**config.mk**
```make
export PLATFORM = sky130hd
export DESIGN_NAME = hise_top
export DESIGN_NICKNAME = d
export VERILOG_FILES = /design/src/core/hise_pkg.sv /design/src/core/hise_list_done.sv /design/src/core/hise_wake_timer.sv /design/src/core/hise_top.sv
export SDC_FILE = /design/constraint.sdc
export NUM_CORES = 1
export LEC_CHECK = 0
export ABC_AREA = 0
export BUFFER_PORTS_ARGS = -buffer_cell sky130_fd_sc_hd__clkbuf_2
export CAP_MARGIN = 20
export CORE_AREA = 8 8 148 150
export CTS_CLUSTER_SIZE = 12
export DETAILED_ROUTE_END_ITERATION = 8
export DIE_AREA = 0 0 156 158
export GPL_TIMING_DRIVEN = 0
export PLACE_DENSITY = 0.72
export SLEW_MARGIN = 20
export SYNTH_ARGS = -nofsm -noshare
export SYNTH_HDL_FRONTEND = slang
export SYNTH_SLANG_ARGS = --single-unit
```
**constraint.sdc**
```tcl
create_clock -name clk -period 4.6 [get_ports clk]
set_input_delay 0.92 -clock clk [delete_from_list [all_inputs] [get_ports clk]]
set_output_delay 0.92 -clock clk [all_outputs]
set_load 0.05 [all_outputs]
```
**src/core/hise_pkg.sv**
```systemverilog
package hise_pkg;

  // ************************************************************
  // Register map
  // ************************************************************
  localparam logic [15:0] FLAGS_OFS = 16'h0310;
  localparam logic [15:0] ENABLES_OFS = 16'h0314;
  localparam logic [31:0] FLAGS_RST = 32'h00000000;
  localparam logic [31:0] ENABLES_RST = 32'h00000000;

  // ************************************************************
  // Field positions
  // ************************************************************
  localparam int ISO_BIT = 9;
  localparam int ASYNC_BIT = 8;
  localparam int INTL_BIT = 7;
  localparam int CLK_BIT = 6;
  localparam int SUSP_BIT = 5;
  localparam int DMA_BIT = 3;
  localparam int HOLD2_BIT = 2;
  localparam int SOF_BIT = 1;
  localparam int HOLD0_BIT = 0;

  // Bits that hardware sets and software may clear or enable.
  localparam logic [31:0] EVENT_BITS = 32'h000003EA;
  // Reserved bits that rise by themselves after reset.
  localparam logic [31:0] LATE_ONE_BITS = 32'h00000005;

  // ************************************************************
  // Timing
  // ************************************************************
  localparam int CLK_HZ = 25000000;
  localparam int LATE_ONE_NS = 1000;
  localparam int LATE_ONE_CYC = (LATE_ONE_NS * (CLK_HZ / 1000000) + 999) / 1000;
  localparam int WAKE_UNIT_US = 10;
  localparam int WAKE_UNIT_CYC = WAKE_UNIT_US * (CLK_HZ / 1000000);

  // ************************************************************
  // Carriers
  // ************************************************************
  typedef struct packed {
    logic sel;
    logic wr;
    logic rd;
    logic [15:0] addr;
    logic [31:0] wdata;
  } hise_bus_s;

  typedef struct packed {
    logic [31:0] done;
    logic [31:0] and_mask;
    logic [31:0] or_mask;
  } hise_list_s;

  typedef struct packed {
    logic suspend_entered;
    logic dma_done;
    logic frame_start;
  } hise_evt_s;

endpackage

```
**src/core/hise_list_done.sv**
```systemverilog
`timescale 1ns/10ps
module hise_list_done #(
  parameter int N = 32
) (
  input wire logic clk,
  input wire logic nrst,
  input wire logic [N-1:0] done,
  input wire logic [N-1:0] and_mask,
  input wire logic [N-1:0] or_mask,
  output logic hit
);

  logic [N-1:0] seen_q;
  logic [N-1:0] seen_d;
  logic hit_d;
  logic [N-1:0] seen_now;

  // With no mask programmed every completion counts; otherwise the OR set
  // fires on any member and the AND set fires once all members are done.
  always_comb begin
    seen_now = seen_q | done;
    hit_d = 1'b0;
    seen_d = seen_now;
    if ((and_mask == '0) && (or_mask == '0)) begin
      hit_d = |done;
    end else begin
      if ((done & or_mask) != '0) begin
        hit_d = 1'b1;
      end
      if ((and_mask != '0) && ((seen_now & and_mask) == and_mask)) begin
        hit_d = 1'b1;
        seen_d = seen_now & ~and_mask;
      end
    end
  end

  always_ff @(posedge clk) begin
    if (!nrst) begin
      seen_q <= '0;
      hit <= 1'b0;
    end else begin
      seen_q <= seen_d;
      hit <= hit_d;
    end
  end

endmodule

```
**src/core/hise_wake_timer.sv**
```systemverilog
`timescale 1ns/10ps
module hise_wake_timer #(
  parameter int UNIT_CYC = hise_pkg::WAKE_UNIT_CYC
) (
  input wire logic clk,
  input wire logic nrst,
  input wire logic start,
  input wire logic [15:0] wake_time,
  output logic awake
);

  logic [15:0] units_q;
  logic [15:0] units_d;
  logic [15:0] pre_q;
  logic [15:0] pre_d;

  // A zero wake time means the controller never wakes.
  always_comb begin
    units_d = units_q;
    pre_d = pre_q;
    if (start) begin
      units_d = wake_time;
      pre_d = 16'(UNIT_CYC - 1);
    end else if (units_q != 16'h0000) begin
      if (pre_q == 16'h0000) begin
        pre_d = 16'(UNIT_CYC - 1);
        units_d = units_q - 16'h0001;
      end else begin
        pre_d = pre_q - 16'h0001;
      end
    end
  end

  always_ff @(posedge clk) begin
    if (!nrst) begin
      units_q <= 16'h0000;
      pre_q <= 16'h0000;
      awake <= 1'b0;
    end else begin
      units_q <= units_d;
      pre_q <= pre_d;
      awake <= (units_d != 16'h0000);
    end
  end

endmodule

```
**src/core/hise_top.sv**
```systemverilog
// Behaviour
// - Writing one clears a status flag.
// - Flags latch regardless of master gate.
// - Bit 9 sets on isochronous completion.
// - Bit 8 sets on asynchronous completion.
// - Bit 7 sets on interrupt-list completion.
// - Bit 6 sets when clocks stable.
// - Bit 5 sets on suspend entry.
// - Access after suspend wakes for programmed time.
// - Bit 3 sets on DMA completion.
// - Bit 1 sets on start of frame.
// - Bits 2,0 read zero, then one.
// - IRQ needs matching enable bit set.
// - Enables 9,8,7 gate list completions.
// - Enable 6 gates clock-stable IRQ.
// - Enable 5 gates suspend IRQ.
// - Enable 3 gates DMA IRQ.
// - Enable 1 gates start-of-frame IRQ.
// - Masks select AND/OR over 32 descriptors.
// - Clock-ready raised when clocks restart.
`timescale 1ns/10ps
module hise_top #(
  parameter int DESC_N = 32
) (
  input wire logic clk,
  input wire logic nrst,
  input hise_pkg::hise_bus_s bus,
  input hise_pkg::hise_list_s iso_list,
  input hise_pkg::hise_list_s async_list,
  input hise_pkg::hise_list_s intl_list,
  input hise_pkg::hise_evt_s evt,
  input wire logic clocks_running,
  input wire logic master_irq_gate,
  input wire logic [15:0] wake_time,
  output logic [31:0] rdata,
  output logic irq,
  output logic wake_hold
);

  // ************************************************************
  // Completion detectors
  // ************************************************************
  logic iso_hit;
  logic async_hit;
  logic intl_hit;

  // Each list keeps its own partial AND set, so the three never interfere.
  hise_list_done #(.N(DESC_N)) u_iso (
    .clk(clk),
    .nrst(nrst),
    .done(iso_list.done[DESC_N-1:0]),
    .and_mask(iso_list.and_mask[DESC_N-1:0]),
    .or_mask(iso_list.or_mask[DESC_N-1:0]),
    .hit(iso_hit)
  );

  hise_list_done #(.N(DESC_N)) u_async (
    .clk(clk),
    .nrst(nrst),
    .done(async_list.done[DESC_N-1:0]),
    .and_mask(async_list.and_mask[DESC_N-1:0]),
    .or_mask(async_list.or_mask[DESC_N-1:0]),
    .hit(async_hit)
  );

  hise_list_done #(.N(DESC_N)) u_intl (
    .clk(clk),
    .nrst(nrst),
    .done(intl_list.done[DESC_N-1:0]),
    .and_mask(intl_list.and_mask[DESC_N-1:0]),
    .or_mask(intl_list.or_mask[DESC_N-1:0]),
    .hit(intl_hit)
  );

  // ************************************************************
  // Clock-stable input crossing
  // ************************************************************
  // The clock-ready level comes from the clock generator, outside this domain.
  // Only the second stage feeds logic, because the first may still be settling.
  logic clk_meta_q;
  logic clk_meta_d;
  logic clk_sync_q;
  logic clk_sync_d;
  logic clk_prev_q;
  logic clk_prev_d;
  logic clk_rise;

  always_comb begin
    clk_meta_d = clocks_running;
    clk_sync_d = clk_meta_q;
    clk_prev_d = clk_sync_q;
  end

  always_ff @(posedge clk) begin
    if (!nrst) begin
      clk_meta_q <= 1'b0;
      clk_sync_q <= 1'b0;
      clk_prev_q <= 1'b0;
    end else begin
      clk_meta_q <= clk_meta_d;
      clk_sync_q <= clk_sync_d;
      clk_prev_q <= clk_prev_d;
    end
  end

  // A level that is already high out of reset also counts as one event.
  assign clk_rise = clk_sync_q & ~clk_prev_q;

  // ************************************************************
  // Late-rising reserved bits
  // ************************************************************
  // The counter saturates, so it never wraps and the late bits stay up for good.
  localparam logic [7:0] LATE_CNT = 8'(hise_pkg::LATE_ONE_CYC);
  logic [7:0] late_q;
  logic [7:0] late_d;

  always_comb begin
    late_d = late_q;
    if (late_q != LATE_CNT) begin
      late_d = late_q + 8'h01;
    end
  end

  always_ff @(posedge clk) begin
    if (!nrst) begin
      late_q <= 8'h00;
    end else begin
      late_q <= late_d;
    end
  end

  // ************************************************************
  // Register decode
  // ************************************************************
  logic wr_flags;
  logic wr_enables;
  logic rd_flags;
  logic rd_enables;

  // Both strobes qualify on the select, so a stray read or write alone is ignored.
  always_comb begin
    wr_flags = 1'b0;
    wr_enables = 1'b0;
    rd_flags = 1'b0;
    rd_enables = 1'b0;
    if (bus.sel) begin
      if (bus.addr == hise_pkg::FLAGS_OFS) begin
        wr_flags = bus.wr;
        rd_flags = bus.rd;
      end else if (bus.addr == hise_pkg::ENABLES_OFS) begin
        wr_enables = bus.wr;
        rd_enables = bus.rd;
      end
    end
  end

  // ************************************************************
  // Event sources
  // ************************************************************
  logic [31:0] set_vec;

  // Events latch whatever the master gate says.
  always_comb begin
    set_vec = 32'h00000000;
    set_vec[hise_pkg::ISO_BIT] = iso_hit;
    set_vec[hise_pkg::ASYNC_BIT] = async_hit;
    set_vec[hise_pkg::INTL_BIT] = intl_hit;
    set_vec[hise_pkg::CLK_BIT] = clk_rise;
    set_vec[hise_pkg::SUSP_BIT] = evt.suspend_entered;
    set_vec[hise_pkg::DMA_BIT] = evt.dma_done;
    set_vec[hise_pkg::SOF_BIT] = evt.frame_start;
    // The late bits are set again every cycle, which keeps them immune to clears.
    if (late_q == LATE_CNT) begin
      set_vec = set_vec | hise_pkg::LATE_ONE_BITS;
    end
  end

  // ************************************************************
  // Event flags
  // ************************************************************
  logic [31:0] clr_vec;
  logic [31:0] flags_q;
  logic [31:0] flags_d;

  always_comb begin
    clr_vec = 32'h00000000;
    if (wr_flags) begin
      // Reserved positions ignore the write, so the late bits stay up.
      clr_vec = bus.wdata & hise_pkg::EVENT_BITS;
    end
    // A new event in the clearing cycle wins over the clear.
    flags_d = (flags_q & ~clr_vec) | set_vec;
  end

  // Software can never set a flag; only events do.
  always_ff @(posedge clk) begin
    if (!nrst) begin
      flags_q <= hise_pkg::FLAGS_RST;
    end else begin
      flags_q <= flags_d;
    end
  end

  // ************************************************************
  // Event enables
  // ************************************************************
  logic [31:0] enables_q;
  logic [31:0] enables_d;

  // Enables are plain storage; the master gate is applied only at the line.
  always_comb begin
    enables_d = enables_q;
    if (wr_enables) begin
      // Reserved positions always read back zero.
      enables_d = bus.wdata & hise_pkg::EVENT_BITS;
    end
  end

  always_ff @(posedge clk) begin
    if (!nrst) begin
      enables_q <= hise_pkg::ENABLES_RST;
    end else begin
      enables_q <= enables_d;
    end
  end

  // ************************************************************
  // Read-back
  // ************************************************************
  logic [31:0] rdata_d;

  // Idle cycles and unmapped addresses return zero.
  always_comb begin
    rdata_d = 32'h00000000;
    if (rd_flags) begin
      rdata_d = flags_q;
    end else if (rd_enables) begin
      rdata_d = enables_q;
    end
  end

  always_ff @(posedge clk) begin
    if (!nrst) begin
      rdata <= 32'h00000000;
    end else begin
      rdata <= rdata_d;
    end
  end

  // ************************************************************
  // Interrupt line
  // ************************************************************
  localparam int SRC_N = 7;
  logic [SRC_N-1:0] src_vec;
  logic irq_d;

  // The line is registered so it never glitches while flags and enables change together.
  always_comb begin
    src_vec[0] = flags_q[hise_pkg::ISO_BIT] & enables_q[hise_pkg::ISO_BIT];
    src_vec[1] = flags_q[hise_pkg::ASYNC_BIT] & enables_q[hise_pkg::ASYNC_BIT];
    src_vec[2] = flags_q[hise_pkg::INTL_BIT] & enables_q[hise_pkg::INTL_BIT];
    src_vec[3] = flags_q[hise_pkg::CLK_BIT] & enables_q[hise_pkg::CLK_BIT];
    src_vec[4] = flags_q[hise_pkg::SUSP_BIT] & enables_q[hise_pkg::SUSP_BIT];
    src_vec[5] = flags_q[hise_pkg::DMA_BIT] & enables_q[hise_pkg::DMA_BIT];
    src_vec[6] = flags_q[hise_pkg::SOF_BIT] & enables_q[hise_pkg::SOF_BIT];
    irq_d = master_irq_gate & (|src_vec);
  end

  always_ff @(posedge clk) begin
    if (!nrst) begin
      irq <= 1'b0;
    end else begin
      irq <= irq_d;
    end
  end

  // ************************************************************
  // Wake after suspend
  // ************************************************************
  logic wake_start;

  // A zero wake time cancels a running window and never opens one.
  always_comb begin
    wake_start = 1'b0;
    if (bus.sel && (bus.rd || bus.wr)) begin
      // Any access while the suspend flag stands restarts the wake window.
      wake_start = flags_q[hise_pkg::SUSP_BIT];
    end
  end

  hise_wake_timer #(.UNIT_CYC(hise_pkg::WAKE_UNIT_CYC)) u_wake (
    .clk(clk),
    .nrst(nrst),
    .start(wake_start),
    .wake_time(wake_time),
    .awake(wake_hold)
  );

endmodule

```
### Yosys cells after proc, flatten, opt, wreduce, memory -nomap -nowiden

Index checks and enable logic that the tools add are counted.

* add/sub/neg operators: 3
* equality and inequality tests: 7
* mux-type cells: 36
* bitwise gates (word level): 29
* reduce and logical (&&, ||, !) cells: 29

Operators by type and width (count)
* AND 32 bit: 10
* 2-to-1 mux 32 bit: 7
* zero test 32 bit: 6
* nonzero test 32 bit: 6
* inverter 32 bit: 4
* equality test 32 bit: 3
* OR 32 bit: 3
* OR reduction 32 bit: 3
* 2-to-1 mux 16 bit: 4
* equality test 16 x 10 -> 1 bit, second input constant: 2
* OR 32 x 10 -> 32 bit: 1
* nonzero test 16 bit: 2
* subtractor 16 x 1 -> 16 bit, second input constant: 2
* 2-to-1 mux 1 bit: 20
* 2-to-1 mux 10 bit: 2
* zero test 16 bit: 1
* 2-to-1 mux 8 bit: 2
* AND 1 bit: 9
* adder 8 x 1 -> 8 bit, second input constant: 1
* equality test 8 x 5 -> 1 bit, second input constant: 1
* inequality test 8 x 5 -> 1 bit, second input constant: 1
* logical AND 1 bit: 7
* OR reduction 7 bit: 1
* 2-to-1 mux 3 bit: 1
* other kinds (4): 5

* bits in registers: 215
* input port bits: 362
* output and inout port bits: 34
* logic and storage cells: 122

### Longest topological paths before layout

Gate-level depths: netlist of run 1.

* depth after elaboration: 7
* gate-level depth with buffers: 11
* depth with buffers taken out: 9

### Cells and area by module

From an unflattened synthesis of run 1, not the netlist that was laid out.

* cells, all modules: 1016
* area, all modules: 8758.4 um^2

By module, submodules not included
* hise_list_done: times used 3, cells each 203, area each 1710.4 um^2, seq. area each 660.6 um^2
* hise_wake_timer: times used 1, cells each 225, area each 1906.8 um^2, seq. area each 660.6 um^2
* hise_top: times used 1, cells each 182, area each 1720.4 um^2, seq. area each 740.7 um^2

### Worst setup path before layout of run 1

Ideal clock, no wire load.

* path kind: input-to-reg
* from: input async_list[92] in the netlist's numbering
* to: register u_async.seen_q[10]
* setup time: 0.134 ns
* data arrival time: 2.341 ns
* data required time: 4.466 ns
* path slack: 2.125 ns
* cell stages on the path: 7
* path buffers: 1
* path through: nor2_1 -> a22oi_1 -> nand4_1 -> or4_1 -> nor2_1 -> clkbuf_1 -> a211oi_1

* longest elaborated chain between the ends: 6

RTL lines
* start: declaration: line hise_top.sv:29 `input hise_pkg::hise_list_s async_list,`
* OR 32 bit: line hise_list_done.sv:21 `seen_now = seen_q | done;`
* AND 32 bit: line hise_list_done.sv:30 `if ((and_mask != '0) && ((seen_now & and_mask) == and_mask)) begin`
* equality test 32 bit: line hise_list_done.sv:30
* logical AND 1 bit: line hise_list_done.sv:30
* 2-to-1 mux 32 bit: line hise_list_done.sv:30
* 2-to-1 mux 32 bit: line hise_list_done.sv:24 `if ((and_mask == '0) && (or_mask == '0)) begin`
* end signal: assignment: line hise_list_done.sv:42 `seen_q <= seen_d;`
* end: declaration: line hise_list_done.sv:13 `logic [N-1:0] seen_q;`

No other way between the ends.
A chain may end at the register's enable or synchronous reset.

### Worst setup path in the final report of run 1

* from: input async_list[78] in the netlist's numbering
* to: register u_async.seen_q[2]

Same word-level chain as after synthesis.

==> flow_summary.ini, run 1 <==
[sta]
post-route-period-util_pct = 60.7
tightest_slew_ns = 0.749
relSlewSlack_pct = 49.9
setup_tns_ns = 0
setup_viol = 0
hold_viol = 0
maxSlewViolCount = 0
layout_min_cycle_time_ns = 2.79
skew_ns = 0.0188
rsz0062_at_grt = no
max_freq_mhz = 358

[pwr]
sw_frac_of_total_pct = 35.8
internal_power_mw = 3.16
powerDensity_mw_per_mm2 = 447
power_frac_comb_pct = 33.6
seq_power_share_pct = 36.5
ir_drop_mv = 0.249
p_leak_nw = 4.66
p_sw_mw = 1.76
clkPwrFrac_pct = 29.9

[drt]
met2_length_mm = 17.9
ant_nets = 0
post_drt_wl_per_cell_um = 22.9
avgViaCountPerCell = 5.89
drt-met1-wl_mm = 14.6
drtPass1Iterations = 7
routed.top_layer = met4
post-route-drc-count = 0
vias = 9473
route.met3.wl_mm = 3.22
drt_iter0_drc = 744
routed_wl_mm = 36.7

[global_route]
grt_pass1_wl_mm = 54.6
antenna_found_initial = 0
gr-usage-all-layers_pct = 28.8
grt_start_max_net_pins = 17
gr-total-overflow = 0
grt_pass1_vias = 9798

[place]
io_buffers = 347
dpl.hpwl_mm = 30.7
detailed_place.area_sq_mm = 0.0104
gp_congestion = 0.988

[synth]
synthTopCellsByArea = dfxtp_1, a211oi_1, nor2_1
synth_warnings = 0
synth_cells = 937
ys_seq_elements = 169
syn-cell-area_sq_mm = 0.00825
ys_top_cells_by_count = dfxtp_1, nor2_1, a211oi_1, nor4_1, a22oi_1
syn_avg_cell_area_sq_um = 8.81
synth_top_area_share_pct = 41.0
synth_top_cell_by_area = dfxtp_1
synth_enable_flop_cells = 0
ys_types = 59
ys_seq_area_share_pct = 41.0
synth_ff_type = dfxtp_1
synth_most_common_cell = dfxtp_1
async_flop_share_pct = 0

[clock_tree]
cts-root-buf = clkbuf_16
holdBufCountCts = 0
clk_pin_slew_worst_paths_ns = 0.07
cts_sinks = 169
clockBufferDepth = 2
h-tree-depth = 4
cts_repair_resize_count = 0
clkLatencyLatePin_ns = 0.43
cts_buffers = 17
cts_setup_buffers = 0
cts_tree = built

[cells_and_area]
drive_gt1_share_pct = 31.9
diodes = 0
nNetsFinal = 1692
design_area_sq_mm = 0.0110
multi_input_area_sq_mm = 0.00459
area_growth_pct = 33.4
nFillCells = 1922
ff_latch_area_sq_mm = 0.00338

[floorplan]
core_area_sq_mm = 0.0197
start_util_pct = 41.9
dieArea_sq_mm = 0.0246
pin_count = 396
rows = 52
die_y_um = 158
die_width_um = 156

[setup_path]
reg2reg_to = u_wake.awake$_SDFF_PN0_
setup.worst_path.start_class = primary input
r2r-start = u_wake.units_q[0]$_SDFF_PN0_
crit_arrival_ns = 3.06
r2r_setup_slack_ns = 1.99
end_kind = flop
crit_type = primary input to flop
required_ns = 4.87
critPathMaxFanout = 10
r2r_cells = 10

[worst_hold_path]
whs_endpoint = flags_q[7]$_SDFF_PN0_
hp-start = u_intl.hit$_SDFF_PN0_
holdCritPathClass = flop to flop
min_path_cells = 2

[run_status]
outcome = complete, no violations

[job]
drv_cap = 0
## sequential cells by signal (all words and copies together), names as in the netlist
register	flops
u_wake.units_q	16
u_wake.awake	1
irq	1
late_q	8
clk_prev_d	1
flags_q	9
enables_q	7
clk_meta_q	1
u_intl.hit	1
rdata	9
u_async.seen_q	32
u_iso.seen_q	32
u_wake.pre_q	16
clk_prev_q	1
u_async.hit	1
u_intl.seen_q	32
u_iso.hit	1
## critical path: stages
cell and delay, ns:
clkbuf_2 0.15, nor2_1 0.08, a22oi_1 0.27, nand4_1 0.12
or4_1 0.51, nor2_1 0.40, clkbuf_1 0.45, a211oi_1 0.15
## worst max path at each step
stage	from	end	slack, ns	cells past startpoint
2_1_floorplan	async_list[92]	u_async.seen_q[10]$_SDFF_PN0_	2.12	7
3_3_place_gp	async_list[75]	u_async.seen_q[7]$_SDFF_PN0_	1.44	8
4_1_cts	async_list[78]	u_async.seen_q[24]$_SDFF_PN0_	1.89	8
3_5_place_dp	async_list[78]	u_async.seen_q[24]$_SDFF_PN0_	1.45	8
5_1_grt	async_list[75]	u_async.seen_q[2]$_SDFF_PN0_	1.73	8
6_report	async_list[78]	u_async.seen_q[2]$_SDFF_PN0_	1.81	8
## cell usage in the layout, fill, tap and decap left out, drive strengths merged, types with 15 or more instances in the layout
cell type,netlist,final
nand2,31,31
nor4,93,93
clkbuf,28,393
and2,15,15
nor2,163,163
xnor2,15,15
dfxtp,169,169
a21oi,16,16
conb,1,23
a22oi,74,74
nand4,47,47
a211oi,104,104
buf,29,29
o21ai,15,15
## area by class of cell
| cell class | count | share of cell area, % |
|---|---|---|
| clock inverters | 13 | 1.44 |
| multi-input cells | 727 | 41.7 |
| plain buffers | 57 | 3.04 |
| flip-flops and latches | 169 | 30.7 |
| clock buffers | 18 | 3.99 |
| repair buffers | 347 | 15.8 |
| well taps | 270 | 3.07 |
| inverters | 6 | 0.205 |
## power groups by stage
| stage | clock (mW) | combinational (mW) | sequential (mW) |
|---|---|---|---|
| 2_1_floorplan | 0 | 1.13 | 1.80 |
| 3_3_place_gp | 0 | 1.61 | 1.82 |
| 3_5_place_dp | 0 | 1.63 | 1.82 |
| 4_1_cts | 1.49 | 1.64 | 1.79 |
| 5_1_grt | 1.55 | 1.80 | 1.82 |
| 6_report | 1.47 | 1.65 | 1.79 |
## per-stage QoR
step	total power [mW]	setup slack [ns]	hold slack, ns	util (%)	instances
2_1_floorplan	2.93	2.12	0.412	-	959
6_report	4.92	1.81	0.446	55.8	1607
3_5_place_dp	3.45	1.45	0.429	52.8	1576
3_3_place_gp	3.43	1.44	0.426	52.8	1576
5_1_grt	5.17	1.73	0.478	55.8	1607
4_1_cts	4.92	1.89	0.452	55.8	1607
## layer usage
| metal | global-route usage [%] | vias up |
|---|---|---|
| met5 | 0 | - |
| met4 | 10.4 | 0 |
| met3 | 7.37 | 83 |
| met2 | 49.0 | 516 |
| met1 | 34.6 | 4449 |
| li1 | - | 4425 |
## cells by family (layout without fill, tap and decap cells)
group,after synthesis,in the layout,share of synthesized area (%)
and+or+nand+nor,404,404,26.6
buffers and inverters,63,441,4.32
xor gates and xnor gates,29,29,3.08
muxes,14,14,1.70
other,1,23,0.0454
adders and majority gates,5,5,0.758
AOI/OAI and AO/OA,252,252,22.5
DFF,169,169,41.0
Power figures use the tool's default switching activity.
==> run 2, diff against run 1 <==
- CORE_AREA: 8 8 148 150 -> default
- CORE_ASPECT_RATIO: default -> 0.8
- CORE_MARGIN: default -> 8
- CORE_UTILIZATION: default -> 47
- DIE_AREA: 0 0 156 158 -> default
- PLACE_DENSITY: 0.72 -> 0.79
- clock period: 4.6 -> 2.75 ns (I/O delays scaled with it)
==> flow_summary.ini, run 2 (same netlist as run 1, synthesis figures left out) <==
[global_route]
use_met2_pct = 48.5
gr-usage-all-layers_pct = 32.5
use_met3_pct = 10.9
grt_start_max_net_pins = 17
grt_pass1_vias = 9606
antenna_found_initial = 1
top_usage_layer = met2
grt_pass1_wl_mm = 55.1
gr-total-overflow = 0
grt_use_met1_pct = 43.4

[cells_and_area]
final_cell_mix = clkbuf_2, dfxtp_1, nor2_1
nNetsFinal = 1692
layout_commonest_cell = clkbuf_2
final_core_util_pct = 63.3
stdcell_count = 1563
design_area_sq_mm = 0.0109
largest_registers = u_async.seen_q: 32 flops, u_intl.seen_q: 32 flops, u_iso.seen_q: 32 flops
area_growth_pct = 32.5
drive_gt1_share_pct = 32.0

[place]
dpl.hpwl_mm = 31.3
placed_cells = 1531
gp_congestion = 1.00
io_buffers = 347
detailed_place.area_sq_mm = 0.0104

[setup_path]
crit_type = flop to flop
setup.worst_path.start_class = flop
crit_family = simple AND/OR/NAND/NOR gates
required_ns = 3.03
critPathMaxFanout = 10
slowest_delay_ns = 0.54
crit_arrival_ns = 2.86
cpMaxStageDelayCell = nor4_1
end_kind = flop
worstPathCellList = nor4_1 > nand4_4 > or4_1 > a21oi_1 > o22ai_1 > nor4_2 > a41oi_1
critPathBufInv = 0

[job]
drv_cap = 0

[run_status]
outcome = complete, no violations

[clock_tree]
holdBufCountCts = 0
cts_repair_resize_count = 0
cts_sinks = 169
clkLatencyLatePin_ns = 0.43
h-tree-depth = 4
cts_setup_buffers = 0
cts-root-buf = clkbuf_16
clk_pin_slew_worst_paths_ns = 0.07
clockBufferDepth = 2
cts_tree = built
cts_buffers = 17

[sta]
setup_tns_ns = 0
post-route-period-util_pct = 94.1
rsz0062_at_grt = no
max_freq_mhz = 386
layout_min_cycle_time_ns = 2.59
setup_viol = 0
hold_viol = 0
tightest_slew_ns = 0.752
maxSlewViolCount = 0
relSlewSlack_pct = 49.6
skew_ns = 0.0108

[drt]
routed_wl_mm = 37.3
ant_nets = 0
drt_iter0_drc = 1212
post-route-drc-count = 0
avgViaCountPerCell = 6.22
drtPass1Iterations = 5
vias = 9727
post_drt_wl_per_cell_um = 23.9

[pwr]
ir_drop_mv = 0.424
p_leak_nw = 4.65
powerDensity_mw_per_mm2 = 749
total_power_mw = 8.19

[floorplan]
dieArea_sq_mm = 0.0221
pin_count = 396
core_area_sq_mm = 0.0173
die_y_um = 135
start_util_pct = 47.8
die_width_um = 164
rows = 43

[worst_hold_path]
holdCritPathClass = primary input to flop
==> run 2: layout make-up <==
cell class	count	area (sq um)
fill	1572	6340
multi-input combinational	727	4610
sequential	169	3380
timing repair buffer	347	1740
clock buffer	17	425
buffer	57	334
tap	225	282
clock inverter	14	139
inverter	6	22.5
antenna	1	2.50
==> run 2: per-layer routing <==
layer,vias to the layer above,wire length (um)
li1,4419,-
met1,4593,15400
met2,629,16400
met3,86,4480
met4,0,1020
met5,-,0
==> run 2: metrics by stage <==
stage	hold WS (ns)	setup WS (ns)
4_1_cts	0.320	0.117
5_1_grt	0.321	0.0139
3_3_place_gp	0.420	-0.0835
2_1_floorplan	0.412	0.494
3_5_place_dp	0.432	-0.0717
6_report	0.328	0.162
==> run 2: power by group <==
part / leakage (nW) / internal [mW] / total (mW) / switching [mW]
registers: 1.40 / 2.75 / 3.01 / 0.256
logic: 2.98 / 1.16 / 2.85 / 1.69
clock network: 0.269 / 1.26 / 2.33 / 1.07
==> run 2: path summary, 6_finish.rpt <==
| path | start | to | slack (ns) | cells after the start |
|---|---|---|---|---|
| max | u_wake.pre_q[8]$_SDFFE_PP0N_ | u_wake.awake$_SDFF_PN0_ | 0.16 | 7 |
| min | evt[1] | flags_q[3]$_SDFF_PN0_ | 0.33 | 3 |
| max reg2reg | u_wake.pre_q[8]$_SDFFE_PP0N_ | u_wake.awake$_SDFF_PN0_ | 0.16 | 7 |
| min reg2reg | clk_meta_q$_SDFF_PN0_ | clk_prev_d$_SDFF_PN0_ | 0.44 | 1 |
==> run 2: tightest hold or removal path, stage by stage <==
cell      delay [ns]
clkbuf_2        0.08
a21oi_1         0.03
nor2_1          0.07
==> run 3, diff against run 2 <==
- CORE_AREA: default -> 8 8 146 148
- CORE_ASPECT_RATIO: 0.8 -> default
- CORE_MARGIN: 8 -> default
- CORE_UTILIZATION: 47 -> default
- DIE_AREA: default -> 0 0 154 156
- PLACE_DENSITY: 0.79 -> 0.74
==> flow_summary.ini, run 3 (same netlist as run 1, synthesis figures left out) <==
[pwr]
ir_drop_mv = 0.427
p_leak_nw = 4.67
powerDensity_mw_per_mm2 = 754

[clock_tree]
clockBufferDepth = 2
cts_tree = built
cts_buffers = 17
cts_repair_resize_count = 0
cts_sinks = 169
cts_setup_buffers = 0
cts-root-buf = clkbuf_16
h-tree-depth = 4
holdBufCountCts = 0
clkLatencyLatePin_ns = 0.43
clk_pin_slew_worst_paths_ns = 0.08

[floorplan]
die_width_um = 154
start_util_pct = 43.2
dieArea_sq_mm = 0.0240
rows = 51
core_area_sq_mm = 0.0191
pin_count = 396
die_y_um = 156

[setup_path]
required_ns = 3.03
r2r_setup_slack_ns = 0.19
crit_arrival_ns = 2.84
end_kind = flop
cpMaxStageDelayCell = nor4_1
r2r-start = u_wake.pre_q[8]$_SDFFE_PP0N_
worstPathCellList = nor4_1 > nand4_4 > or4_1 > a21oi_1 > o22ai_1 > nor4_2 > a41oi_1
setup.worst_path.start_class = flop
crit_type = flop to flop
slowest_delay_ns = 0.59
reg2reg_to = u_wake.awake$_SDFF_PN0_
r2r_cells = 7
critPathMaxFanout = 10

[drt]
post-route-drc-count = 0
drt_iter0_drc = 706
vias = 9563
post_drt_wl_per_cell_um = 23.0
avgViaCountPerCell = 6.07
routed_wl_mm = 36.3
ant_nets = 0
drtPass1Iterations = 5

[sta]
tightest_slew_ns = 0.722
rsz0062_at_grt = no
skew_ns = 0.0146
max_freq_mhz = 390
layout_min_cycle_time_ns = 2.56
setup_tns_ns = 0
maxSlewViolCount = 0
setup_viol = 0
post-route-period-util_pct = 93.1
holdWs_ns = 0.332
hold_viol = 0
relSlewSlack_pct = 51.7

[cells_and_area]
diodes = 0
layout_commonest_cell = clkbuf_2
design_area_sq_mm = 0.0110
nNetsFinal = 1692
ff_latch_area_sq_mm = 0.00338
final_cell_mix = clkbuf_2, dfxtp_1, nor2_1
largest_registers = u_async.seen_q: 32 flops, u_intl.seen_q: 32 flops, u_iso.seen_q: 32 flops
area_growth_pct = 33.1
nFillCells = 1745
final_core_util_pct = 57.5
drive_gt1_share_pct = 32.1
multi_input_area_sq_mm = 0.00461
stdcell_count = 1576

[global_route]
grt_start_max_net_pins = 18
gr-total-overflow = 0
grt_pass1_wl_mm = 54.4
grt_pass1_vias = 9809
antenna_found_initial = 0
gr-usage-all-layers_pct = 29.0

[worst_hold_path]
holdCritPathClass = primary input to flop
min_path_cells = 2
hp-start = iso_list[41]
whs_endpoint = u_iso.seen_q[9]$_SDFF_PN0_

[place]
dpl.hpwl_mm = 30.2
placed_cells = 1544
gp_congestion = 1.04
io_buffers = 347
detailed_place.area_sq_mm = 0.0104

[run_status]
outcome = complete, no violations

[job]
drv_cap = 0
==> run 3: stage by stage <==
step                      total power, mW  setup slack, ns
after global routing                 8.68           0.0213
after floorplan                      4.90            0.494
after global placement               5.72           -0.197
after detailed placement             5.76           -0.191
after CTS                            8.19            0.138
final                                8.27            0.189
==> run 3: where the power goes <==
part | switching, mW | internal (mW)
Clock | 1.12 | 1.31
Sequential | 0.258 | 2.75
Combinational | 1.67 | 1.17
Total | 3.04 | 5.23
==> run 3: routing by layer <==
metal | wire length, um | track usage (%) | vias to the layer above
met5 | 0 | 0 | -
met4 | 1280 | 10.5 | 0
met3 | 3300 | 9.20 | 95
met2 | 17200 | 47.9 | 598
met1 | 14500 | 34.7 | 4446
li1 | - | - | 4424
==> run 3: final cells by class <==
class,instances,area share (%)
Multi-Input combinational cell,727,42.0
Sequential cell,169,30.8
Timing Repair Buffer,347,15.8
Clock buffer,18,4.00
Buffer,57,3.04
Tap cell,238,2.71
Clock inverter,14,1.37
Inverter,6,0.205
==> run 3: worst max-delay path: cells and delay by family, from the launching register on <==
| family | cells | cell delay, ns |
|---|---|---|
| flip-flops | 1 | 0.34 |
| AO/OA/AOI/OAI | 3 | 0.43 |
| AND/OR/NAND/NOR | 4 | 1.65 |
==> run 3: worst max-delay path by stage <==
stage / from / end / cells after the start
floorplan: u_wake.units_q[0]$_SDFF_PN0_ / u_wake.awake$_SDFF_PN0_ / 10
global placement: iso_list[80] / u_iso.seen_q[17]$_SDFF_PN0_ / 8
detailed placement: iso_list[80] / u_iso.seen_q[12]$_SDFF_PN0_ / 8
CTS: u_wake.units_q[0]$_SDFF_PN0_ / u_wake.awake$_SDFF_PN0_ / 10
global route: u_wake.units_q[0]$_SDFF_PN0_ / u_wake.awake$_SDFF_PN0_ / 11
finish: u_wake.pre_q[8]$_SDFFE_PP0N_ / u_wake.awake$_SDFF_PN0_ / 7
